===== src/design/board_regs_pkg.sv =====
// constants for the board system register bank: addresses, field positions, timing
// assumes a 125 MHz host clock and a little-endian 32-bit host data path
package board_regs_pkg;

    // -------------------------------------------------------------------
    // register addresses (byte addresses on the host memory bus)
    // -------------------------------------------------------------------
    localparam int ADDR_W = 20;
    localparam logic [19:0] BOARD_COMMAND_ADDR = 20'hd800e;
    localparam logic [19:0] BUS_ERROR_ADDRESS_ADDR = 20'hd8010;
    localparam logic [19:0] BUS_ERROR_MODIFIER_ADDR = 20'hd8014;
    localparam logic [19:0] BOARD_IDENTIFIER_ADDR = 20'hd8016;
    localparam logic [19:0] WORD_MASK = 20'hffffc;

    // -------------------------------------------------------------------
    // board_command field positions (within the 16-bit register)
    // -------------------------------------------------------------------
    localparam int MASTER_SWAP_BIT = 0;
    localparam int SLAVE_SWAP_BIT = 1;
    localparam int AUX_LOGIC_BIT = 2;
    localparam int AUX_TIMEOUT_BIT = 3;
    localparam int PERIOD_LO_BIT = 4;
    localparam int IRQ_ENABLE_BIT = 6;
    localparam int ERROR_FLAG_BIT = 7;
    localparam int WATCHDOG_BIT = 8;
    localparam int BYPASS_BIT = 10;
    localparam int BACKPLANE_BIT = 11;
    localparam logic [15:0] COMMAND_RESET = 16'h0000;
    localparam int MODIFIER_W = 6;

    // arbitrary neutral board number, stands in for the real one
    localparam logic [15:0] BOARD_ID_DEFAULT = 16'h0100;

    // -------------------------------------------------------------------
    // timeout periods
    // -------------------------------------------------------------------
    localparam int CLK_FREQ_KHZ = 125000;
    localparam int PERIOD_16_MS = 16;
    localparam int PERIOD_64_MS = 64;
    localparam int PERIOD_256_MS = 256;
    localparam int PERIOD_1_MS = 1;
    localparam int PERIOD_16_CYCLES = PERIOD_16_MS * CLK_FREQ_KHZ;
    localparam int PERIOD_64_CYCLES = PERIOD_64_MS * CLK_FREQ_KHZ;
    localparam int PERIOD_256_CYCLES = PERIOD_256_MS * CLK_FREQ_KHZ;
    localparam int PERIOD_1_CYCLES = PERIOD_1_MS * CLK_FREQ_KHZ;
    localparam int TIMER_W = 25;
    localparam logic [1:0] SEL_16_MS = 2'h0;
    localparam logic [1:0] SEL_64_MS = 2'h1;
    localparam logic [1:0] SEL_256_MS = 2'h2;
    localparam logic [1:0] SEL_1_MS = 2'h3;

endpackage : board_regs_pkg


===== src/design/aux_timer_if.sv =====
// carrier between the register bank and its auxiliary bus timeout timer
// assumes both ends sit on the same host clock
`timescale 1ns/100ps
`default_nettype none

interface aux_timer_if;
    logic run;           // a supervised cycle is in flight
    logic [1:0] period;  // period select
    logic expired;       // one-cycle pulse at timeout

    modport ctrl (output run, output period, input expired);
    modport timer (input run, input period, output expired);
endinterface : aux_timer_if

`default_nettype wire


===== src/design/aux_timeout_timer.sv =====
// auxiliary bus timeout counter, restarted whenever run drops
// assumes run is held for the whole supervised cycle
`timescale 1ns/100ps
`default_nettype none

module aux_timeout_timer #(
    parameter int unsigned CYCLES_16MS = board_regs_pkg::PERIOD_16_CYCLES,
    parameter int unsigned CYCLES_64MS = board_regs_pkg::PERIOD_64_CYCLES,
    parameter int unsigned CYCLES_256MS = board_regs_pkg::PERIOD_256_CYCLES,
    parameter int unsigned CYCLES_1MS = board_regs_pkg::PERIOD_1_CYCLES
) (
    // clock, reset, enable
    input wire logic clk_i,
    input wire logic rst_n_i,
    input wire logic ce_i,
    // control side
    aux_timer_if.timer tmr
);

    logic [board_regs_pkg::TIMER_W-1:0] count;
    logic [board_regs_pkg::TIMER_W-1:0] limit;
    logic at_limit;

    // -------------------------------------------------------------------
    // period selection
    // -------------------------------------------------------------------
    assign limit = (tmr.period == board_regs_pkg::SEL_16_MS) ?
                       board_regs_pkg::TIMER_W'(CYCLES_16MS - 1) :
                   (tmr.period == board_regs_pkg::SEL_64_MS) ?
                       board_regs_pkg::TIMER_W'(CYCLES_64MS - 1) :
                   (tmr.period == board_regs_pkg::SEL_256_MS) ?
                       board_regs_pkg::TIMER_W'(CYCLES_256MS - 1) :
                       board_regs_pkg::TIMER_W'(CYCLES_1MS - 1);
    assign at_limit = tmr.run && (count >= limit);

    // -------------------------------------------------------------------
    // counter: clears while idle so every cycle gets a full period
    // -------------------------------------------------------------------
    always_ff @(posedge clk_i) begin
        if (!rst_n_i) begin
            count <= '0;
            tmr.expired <= 1'b0;
        end else if (ce_i) begin
            count <= (tmr.run && !at_limit) ? count + 1'b1 : '0;
            tmr.expired <= at_limit;
        end
    end
endmodule : aux_timeout_timer

`default_nettype wire


===== src/design/board_system_regs.sv =====
// board system register bank beside the VMEbus bridge: swap control, timeout, error capture
// assumes host bus strobes and bridge status all on the host clock
//
// What this block does
// - master swap active when the master swap bit is 1, else data unswapped.
// - slave swap active when the slave swap bit is 1, else unswapped.
// - auxiliary bus-error logic acts only while its enable bit is 1.
// - auxiliary timeout timer runs only while the timeout enable bit is 1.
// - period select: 00 16 ms, 01 64 ms, 10 256 ms, 11 1 ms.
// - bus error raises the interrupt only while the interrupt enable is 1.
// - bus-error flag readable and cleared through the command register.
// - watchdog timeout drives SYSFAIL only while the routing bit is 1.
// - bypass bit set disables every endian swap.
// - board joins VMEbus activity only while the backplane enable is 1.
// - address bits 31..1 of the failed cycle captured in a 32-bit register.
// - six-bit modifier code of the failed cycle captured in low bits.
// - read-only 16-bit BCD board number, byte or word readable.
`timescale 1ns/100ps
`default_nettype none

module board_system_regs #(
    parameter int unsigned CYCLES_16MS = board_regs_pkg::PERIOD_16_CYCLES,
    parameter int unsigned CYCLES_64MS = board_regs_pkg::PERIOD_64_CYCLES,
    parameter int unsigned CYCLES_256MS = board_regs_pkg::PERIOD_256_CYCLES,
    parameter int unsigned CYCLES_1MS = board_regs_pkg::PERIOD_1_CYCLES,
    parameter logic [15:0] BOARD_ID = board_regs_pkg::BOARD_ID_DEFAULT
) (
    // clock, reset, enable
    input wire logic clk_i,
    input wire logic rst_n_i,
    input wire logic ce_i,
    // host memory bus
    input wire logic bus_sel_i,
    input wire logic bus_write_i,
    input wire logic [19:0] bus_addr_i,
    input wire logic [3:0] bus_be_i,
    input wire logic [31:0] bus_wdata_i,
    output logic [31:0] bus_rdata_o,
    output logic bus_ack_o,
    // VMEbus cycle status from the bridge
    input wire logic vme_cycle_start_i,
    input wire logic vme_cycle_done_i,
    input wire logic vme_berr_i,
    input wire logic [31:0] vme_addr_i,
    input wire logic [5:0] vme_am_i,
    input wire logic watchdog_timeout_i,
    // board controls
    output logic master_swap_o,
    output logic slave_swap_o,
    output logic backplane_enable_o,
    output logic aux_berr_o,
    output logic sysfail_o,
    output logic irq_o
);

    logic [15:0] command;
    logic [31:0] error_address;
    logic [5:0] error_modifier;
    logic error_flag;
    logic in_cycle;
    logic [31:0] next_rdata;
    aux_timer_if tmr ();

    // -------------------------------------------------------------------
    // address decode, aligned words on the 32-bit bus
    // -------------------------------------------------------------------
    wire [19:0] word_addr = bus_addr_i & board_regs_pkg::WORD_MASK;
    wire hit_cmd = word_addr == (board_regs_pkg::BOARD_COMMAND_ADDR & board_regs_pkg::WORD_MASK);
    wire hit_addr = word_addr == board_regs_pkg::BUS_ERROR_ADDRESS_ADDR;
    wire hit_mod = word_addr == board_regs_pkg::BUS_ERROR_MODIFIER_ADDR;
    wire wr = bus_sel_i && bus_write_i && ce_i;
    wire wr_cmd_lo = wr && hit_cmd && bus_be_i[2];  // command sits in the upper half
    wire wr_cmd_hi = wr && hit_cmd && bus_be_i[3];
    // flag clears by writing 1 to it, or by any write to the address register
    wire clear_flag = (wr_cmd_lo && bus_wdata_i[16 + board_regs_pkg::ERROR_FLAG_BIT])
                      || (wr && hit_addr && (bus_be_i != 4'h0));

    // -------------------------------------------------------------------
    // control decode
    // -------------------------------------------------------------------
    wire bypass = command[board_regs_pkg::BYPASS_BIT];
    wire aux_logic_en = command[board_regs_pkg::AUX_LOGIC_BIT];
    assign backplane_enable_o = command[board_regs_pkg::BACKPLANE_BIT];
    assign master_swap_o = command[board_regs_pkg::MASTER_SWAP_BIT] && !bypass;
    assign slave_swap_o = command[board_regs_pkg::SLAVE_SWAP_BIT] && !bypass;
    assign irq_o = error_flag && command[board_regs_pkg::IRQ_ENABLE_BIT];

    // -------------------------------------------------------------------
    // timer hookup; expiry counts only with the auxiliary logic enabled
    // -------------------------------------------------------------------
    assign tmr.run = in_cycle && backplane_enable_o
                     && command[board_regs_pkg::AUX_TIMEOUT_BIT];
    assign tmr.period = command[board_regs_pkg::PERIOD_LO_BIT +: 2];
    wire aux_expire = tmr.expired && aux_logic_en;
    assign aux_berr_o = aux_expire;
    // a disabled backplane sees no errors of its own
    wire error_event = backplane_enable_o && ((in_cycle && vme_berr_i) || aux_expire);
    // first error is kept; a clear in the same cycle frees the record
    wire capture = error_event && (!error_flag || clear_flag);

    aux_timeout_timer #(
        .CYCLES_16MS(CYCLES_16MS),
        .CYCLES_64MS(CYCLES_64MS),
        .CYCLES_256MS(CYCLES_256MS),
        .CYCLES_1MS(CYCLES_1MS)
    ) u_timer (
        .clk_i(clk_i),
        .rst_n_i(rst_n_i),
        .ce_i(ce_i),
        .tmr(tmr)
    );

    // -------------------------------------------------------------------
    // command register, byte-wise writable; flag bit is not stored here
    // -------------------------------------------------------------------
    always_ff @(posedge clk_i) begin
        if (!rst_n_i) begin
            command <= board_regs_pkg::COMMAND_RESET;
        end else begin
            if (wr_cmd_lo) begin
                command[7:0] <= bus_wdata_i[23:16];
            end
            if (wr_cmd_hi) begin
                command[15:8] <= bus_wdata_i[31:24];
            end
        end
    end

    // -------------------------------------------------------------------
    // cycle tracking: a bus error or timeout ends the supervised cycle
    // -------------------------------------------------------------------
    always_ff @(posedge clk_i) begin
        if (!rst_n_i) begin
            in_cycle <= 1'b0;
        end else if (ce_i) begin
            in_cycle <= (in_cycle || vme_cycle_start_i) && !vme_cycle_done_i
                        && !vme_berr_i && !aux_expire;
        end
    end

    // -------------------------------------------------------------------
    // error record and flag; a new error beats a clear in the same cycle
    // -------------------------------------------------------------------
    always_ff @(posedge clk_i) begin
        if (!rst_n_i) begin
            error_flag <= 1'b0;
            error_address <= '0;
            error_modifier <= '0;
        end else if (ce_i) begin
            error_flag <= error_event || (error_flag && !clear_flag);
            if (capture) begin
                error_address <= {vme_addr_i[31:1], 1'b0};
                error_modifier <= vme_am_i;
            end
        end
    end

    // -------------------------------------------------------------------
    // watchdog routing; registered so the backplane driver sees no glitch
    // -------------------------------------------------------------------
    always_ff @(posedge clk_i) begin
        if (!rst_n_i) begin
            sysfail_o <= 1'b0;
        end else if (ce_i) begin
            sysfail_o <= watchdog_timeout_i && command[board_regs_pkg::WATCHDOG_BIT];
        end
    end

    // -------------------------------------------------------------------
    // read mux; unmapped words read zero and still acknowledge
    // -------------------------------------------------------------------
    wire [15:0] cmd_view = {4'h0, command[11:10], 1'b0, command[8],
                            error_flag, command[6:0]};
    wire [15:0] mod_view = {{(16 - board_regs_pkg::MODIFIER_W){1'b0}}, error_modifier};
    always_comb begin
        next_rdata = 32'h0000_0000;
        if (hit_cmd) begin
            next_rdata = {cmd_view, 16'h0000};
        end else if (hit_addr) begin
            next_rdata = error_address;
        end else if (hit_mod) begin
            next_rdata = {BOARD_ID, mod_view};
        end
    end

    always_ff @(posedge clk_i) begin
        if (!rst_n_i) begin
            bus_rdata_o <= '0;
            bus_ack_o <= 1'b0;
        end else if (ce_i) begin
            bus_ack_o <= bus_sel_i;
            bus_rdata_o <= (bus_sel_i && !bus_write_i) ? next_rdata : 32'h0000_0000;
        end
    end
endmodule : board_system_regs

`default_nettype wire


===== config.mk =====
export PLATFORM = sky130hd
export DESIGN_NAME = board_system_regs
export DESIGN_NICKNAME = d
export VERILOG_FILES = /design/src/design/board_regs_pkg.sv /design/src/design/aux_timer_if.sv /design/src/design/aux_timeout_timer.sv /design/src/design/board_system_regs.sv
export SDC_FILE = /design/constraint.sdc
export NUM_CORES = 1
export LEC_CHECK = 0
export BUFFER_PORTS_ARGS = -buffer_cell sky130_fd_sc_hd__buf_4
export CAP_MARGIN = 20
export CORE_ASPECT_RATIO = 0.9
export CORE_MARGIN = 1.5
export CORE_UTILIZATION = 40
export CTS_BUF_LIST = sky130_fd_sc_hd__clkbuf_2 sky130_fd_sc_hd__clkbuf_4 sky130_fd_sc_hd__clkbuf_8
export CTS_CLUSTER_DIAMETER = 150
export CTS_CLUSTER_SIZE = 10
export DETAILED_ROUTE_END_ITERATION = 10
export SLEW_MARGIN = 30
export SYNTH_ARGS = -nofsm -noshare
export SYNTH_HDL_FRONTEND = slang
export SYNTH_SLANG_ARGS = --single-unit

===== constraint.sdc =====
create_clock -name clk_i -period 2.8 [get_ports clk_i]
set_input_delay 0.28 -clock clk_i [delete_from_list [all_inputs] [get_ports clk_i]]
set_output_delay 0.28 -clock clk_i [all_outputs]
set_load 0.1 [all_outputs]

# After elaboration in Yosys (flattened, before gate mapping)
# Index checks and enable logic that the tools add are counted.
word_totals:
  input_bits: 103
  regBits: 110
  out_inout_bits: 39
  wordCells: 67
classes:
  eq_ne: 5
  reduce_logical: 41
  magnitude_cmp: 1
  n_addsub: 1
  mux: 8
ops:
  columns: ["cell", "count"]
  rows:
  - ["two-way mux 25 bit", 5]
  - ["two-way mux 32 bit", 3]
  - ["equality test 18 bit, second input constant", 3]
  - ["adder 25 x 1 -> 25 bit, second input constant", 1]
  - ["greater-or-equal comparator 25 bit", 1]
  - ["logical AND 1 bit", 25]
  - ["zero test 1 bit", 8]
  - ["logical OR 1 bit", 5]
  - ["nonzero test 4 bit", 1]
  - ["equality test 2 x 1 -> 1 bit, second input constant", 1]
  - ["equality test 2 bit, second input constant", 1]
  - ["zero test 2 bit", 1]
  - ["AND reduction 2 bit", 1]

# Depth between registers and ports, before layout
depth:
  word_depth: 9
  depth_mapped: 11

# Hierarchy
# From an unflattened synthesis, not the netlist that was laid out.
unflattened:
  hier_cells: 583
  area_unflattened_um2: 5313.8
by_module_without_submodules:
  columns: ["module", "n_inst", "seq_area_each_um2", "area_each_um2", "cells_per_inst"]
  rows:
  - ["board_system_regs", 1, 1661.6, 3473.3, 370]
  - ["aux_timeout_timer", 1, 520.5, 1840.5, 213]

# Worst setup path after synthesis
# OpenSTA, ideal clock, no wires.
synth_path:
  kind: "reg-to-reg"
  start: "reg command[4]"
  end: "reg u_timer.count[10] (netlist bit)"
  t_arrival_ns: 2.483
  setup_ns: 0.125
  stages_incl_launch_ff: 11
  slack_ns: 0.191
  synth_period_minus_slack_ns: 2.609
  cell_sequence: "dfxtp_1 > inv_1 > ha_1 > or2_2 > ha_1 > nand4_1 > a2111o_1 > a41o_1 > a31oi_1 > buf_2 > nor3b_2"
synth_between:
  elab_chain_len: 9
synth_lines:
  columns: ["element", "line_no", "text"]
  rows:
  - ["start: declaration", "board_system_regs.sv:56", "logic [15:0] command;"]
  - ["start signal: assignment", "board_system_regs.sv:118", "command <= board_regs_pkg::COMMAND_RESET;"]
  - ["start signal: assignment", "board_system_regs.sv:121", "command[7:0] <= bus_wdata_i[23:16];"]
  - ["equality test 2 bit", "aux_timeout_timer.sv:31", "(tmr.period == board_regs_pkg::SEL_256_MS) ?"]
  - ["two-way mux 25 bit", "aux_timeout_timer.sv:31", null]
  - ["two-way mux 25 bit", "aux_timeout_timer.sv:29", "(tmr.period == board_regs_pkg::SEL_64_MS) ?"]
  - ["two-way mux 25 bit *", "aux_timeout_timer.sv:27", "assign limit = (tmr.period == board_regs_pkg::SEL_16_MS) ?"]
  - ["greater-or-equal comparator 25 bit *", "aux_timeout_timer.sv:34", "assign at_limit = tmr.run && (count >= limit);"]
  - ["logical AND 1 bit *", "aux_timeout_timer.sv:34", null]
  - ["zero test 1 bit *", "aux_timeout_timer.sv:44", "count <= (tmr.run && !at_limit) ? count + 1'b1 : '0;"]
  - ["logical AND 1 bit *", "aux_timeout_timer.sv:44", null]
  - ["two-way mux 25 bit *", "aux_timeout_timer.sv:44", null]
  - ["end signal: assignment", "aux_timeout_timer.sv:44", null]
  - ["end: declaration", "aux_timeout_timer.sv:20", "logic [board_regs_pkg::TIMER_W-1:0] count;"]
# Every way passes the cells marked *; elsewhere a longest branch is shown, timed or not.
# A chain may end at the register's enable or synchronous reset.

# Final worst setup path
layout_path:
  start: "reg command[4]"
  end: "reg u_timer.count[18] (netlist bit)"
# Same word-level chain as after synthesis.

==> flow_summary.ini <==
[critical_path]
worst_ep_required_time_ps = 3080
cpPeakStageDelay_ps = 390
critPathMaxFanout = 20
crit_top_cell = ha_1
path_cells = buf_4, ha_1, or2_2, ha_1, nand4_1, a2111o_1, a41o_1, a31oi_2, buf_12, nor3b_2
arrival_ps = 2900
worst-setup-path-type = reg -> reg
cp-start-kind = flop
cp_slowest_cell = a2111o_1
end_kind = flop

[synth]
synth_top_area_share_pct = 40.4
yosysUniqueCellTypes = 59
synthesis.area_um2 = 5400
ys_async_sr_fraction_pct = 0
seq_area_frac_synth_pct = 40.4
synth_warnings = 0
syn_nets = 693
synthFlopType = dfxtp_1
syn_inst = 565
synth-edff-count = 0
syn_area_per_cell_um2 = 9.56
synth-seq-cells = 109
synthTopCellsByArea = dfxtp_1, mux2i_1, nand2_1
yosys.area.top_type = dfxtp_1

[floorplan]
top_level_ports = 142
die_w_um = 125
die_height_um = 113
dieArea_um2 = 14200
row_count = 40
core_area_um2 = 13300
start_util_pct = 40.7

[global_routing]
grt_pass1_vias = 4345
grt_pass1_wl_um = 21500
grt_max_degree = 75
globalRouteOverflowTotal = 0
grt_antenna_before_repair = 0
track_usage_pct = 18.9

[placed_design]
hpwl_um = 9200
gp_congestion = 0.791
io_buffers = 117
placed_area_um2 = 6410

[drt]
drt_iter0_markers = 274
first_pass_iters = 8
wl_met1_um = 5750
wl_per_cell_um = 15.4
dr_wl_met2_um = 6030
routed_wl_um = 12900
drc = 0
highest_layer = met4
dr_total_vias = 4366
ant_nets = 0
via_per_inst = 5.19
wl_met3_um = 969

[finish]
register_area_um2 = 2180
final_cell_mix = buf_4, dfxtp_1, nand2_1, mux2i_1, nor2b_1
drive_gt1_share_pct = 26.3
areaGrowthSynthToFinish_pct = 22.0
final.fill_count = 1250
antenna_cells_inserted = 0
final_cell_area_um2 = 6590
layout_commonest_cell = buf_4
nNetsFinal = 798
multiInputGateArea_um2 = 2980

[clock_tree]
cts.repair.resized = 0
clk-insertion-delay-late_ps = 400
cts-root-buf = clkbuf_8
cts_num_sinks = 109
clkSlewWorstSetupHoldPaths_ps = 110
cts_buffers = 9
postCtsSetupRepairBufs = 0
cts_tree = done
clockBufferDepth = 2
htree_levels = 3
cts_hold_buf = 0

[timing]
hold_viol = 0
setup_violations = 0
rsz0062_at_grt = no
timing.setup.tns_ps = 0
period_share_pct = 93.5
period_needed_ps = 2620
max_freq_ghz = 0.382
worst_pin_slew_ps = 641
finClkSkew_ps = 12.9
slew_headroom_pct = 57.3
maxSlewViolCount = 0

[status]
status = finished, final reports clean

[hold_path]
hp-class = in -> reg

[pwr]
p_per_area_nw_per_um2 = 403
peakVddDrop_mv = 0.211
p_leak_nw = 2.56

[flow_run]
cap_violations = 0
sequential cells by signal, indices dropped and copies added (netlist names):
name                 cells
bus_rdata_o             32
error_address           31
u_timer.count           25
command                 10
error_modifier           6
bus_ack_o                1
error_flag               1
in_cycle                 1
sysfail_o                1
u_timer.tmr.expired      1
cell type report:
| cell class | count | area share [%] |
|---|---|---|
| Clock buffer | 11 | 2.11 |
| Clock inverter | 4 | 0.532 |
| Inverter | 12 | 0.684 |
| Multi-Input combinational cell | 408 | 45.2 |
| Sequential cell | 109 | 33.1 |
| Tap cell | 168 | 3.19 |
| Timing Repair Buffer | 130 | 15.2 |
critical path: cells and delay by family, from the launching register on:
family / cells / cell delay (ps)
adders and majority gates: 2 / 560
AOI/OAI and AO/OA: 3 / 780
buffers and inverters: 2 / 370
DFF: 1 / 320
and+or+nand+nor: 3 / 470
layer usage:
metal	track usage, %	up-vias
li1	-	2201
met2	30.1	97
met5	0	-
met1	23.2	2054
met3	7.99	14
met4	5.53	0
report_power, final:
group	switching (W)	leakage (nW)	total, W	internal, W
clock	0.000560	0.0844	0.000907	0.000347
sequential	0.000000847	0.878	0.00155	0.00155
combinational	0.0000901	1.60	0.000195	0.000105
total	0.000651	2.56	0.00265	0.00200
synthesized netlist by cell type (2+ instances only):
cell type  count
buf_2          3
nor2_1        13
nor2b_1       47
xor2_1         9
nand4_1       16
a21boi_0       3
dfxtp_1      109
nor3b_2       20
a22oi_1       17
a222oi_1      15
and4_1         4
inv_1         11
and3_1        10
a21o_1         3
and2_1         3
o211ai_1       4
buf_12         4
nand3b_1       2
a21oi_1       12
mux2i_1       48
ha_1          25
xnor2_1       12
nor3_1         3
nand3_1       11
nand2_1       99
a21boi_1       2
nor3b_1        2
clkbuf_1      27
per-stage QoR:
stage          instances  worst slack, ps  power (W)  util, %  hold slack, ps
2_1_floorplan        565              191    0.00167        -             422
3_3_place_gp         827              237    0.00178     48.4             441
3_5_place_dp         827              184    0.00178     48.4             446
4_1_cts              842              159    0.00269     49.7             106
5_1_grt              842             24.3    0.00277     49.7            96.3
6_report             842              182    0.00265     49.7             124
cells by family after synthesis:
| family | after synthesis | share of synthesized area, % |
|---|---|---|
| adder cells (fa/ha/maj) | 25 | 5.79 |
| flip-flops | 109 | 40.4 |
| AO/OA/AOI/OAI | 71 | 10.7 |
| buffers and inverters | 48 | 4.68 |
| AND/OR/NAND/NOR | 243 | 26.1 |
| multiplexers | 48 | 8.90 |
| XOR/XNOR | 21 | 3.41 |
path summary, 6_finish.rpt:
check                      endpoint  depth (start not counted)             start  slack [ps]
hold reg to reg    error_address[7]                          2  error_address[7]         460
hold / removal    error_address[26]                          3    vme_addr_i[26]         120
setup / recovery  u_timer.count[18]                         10        command[4]         180
setup reg to reg  u_timer.count[18]                         10        command[4]         180
Power figures use the tool's default switching activity.
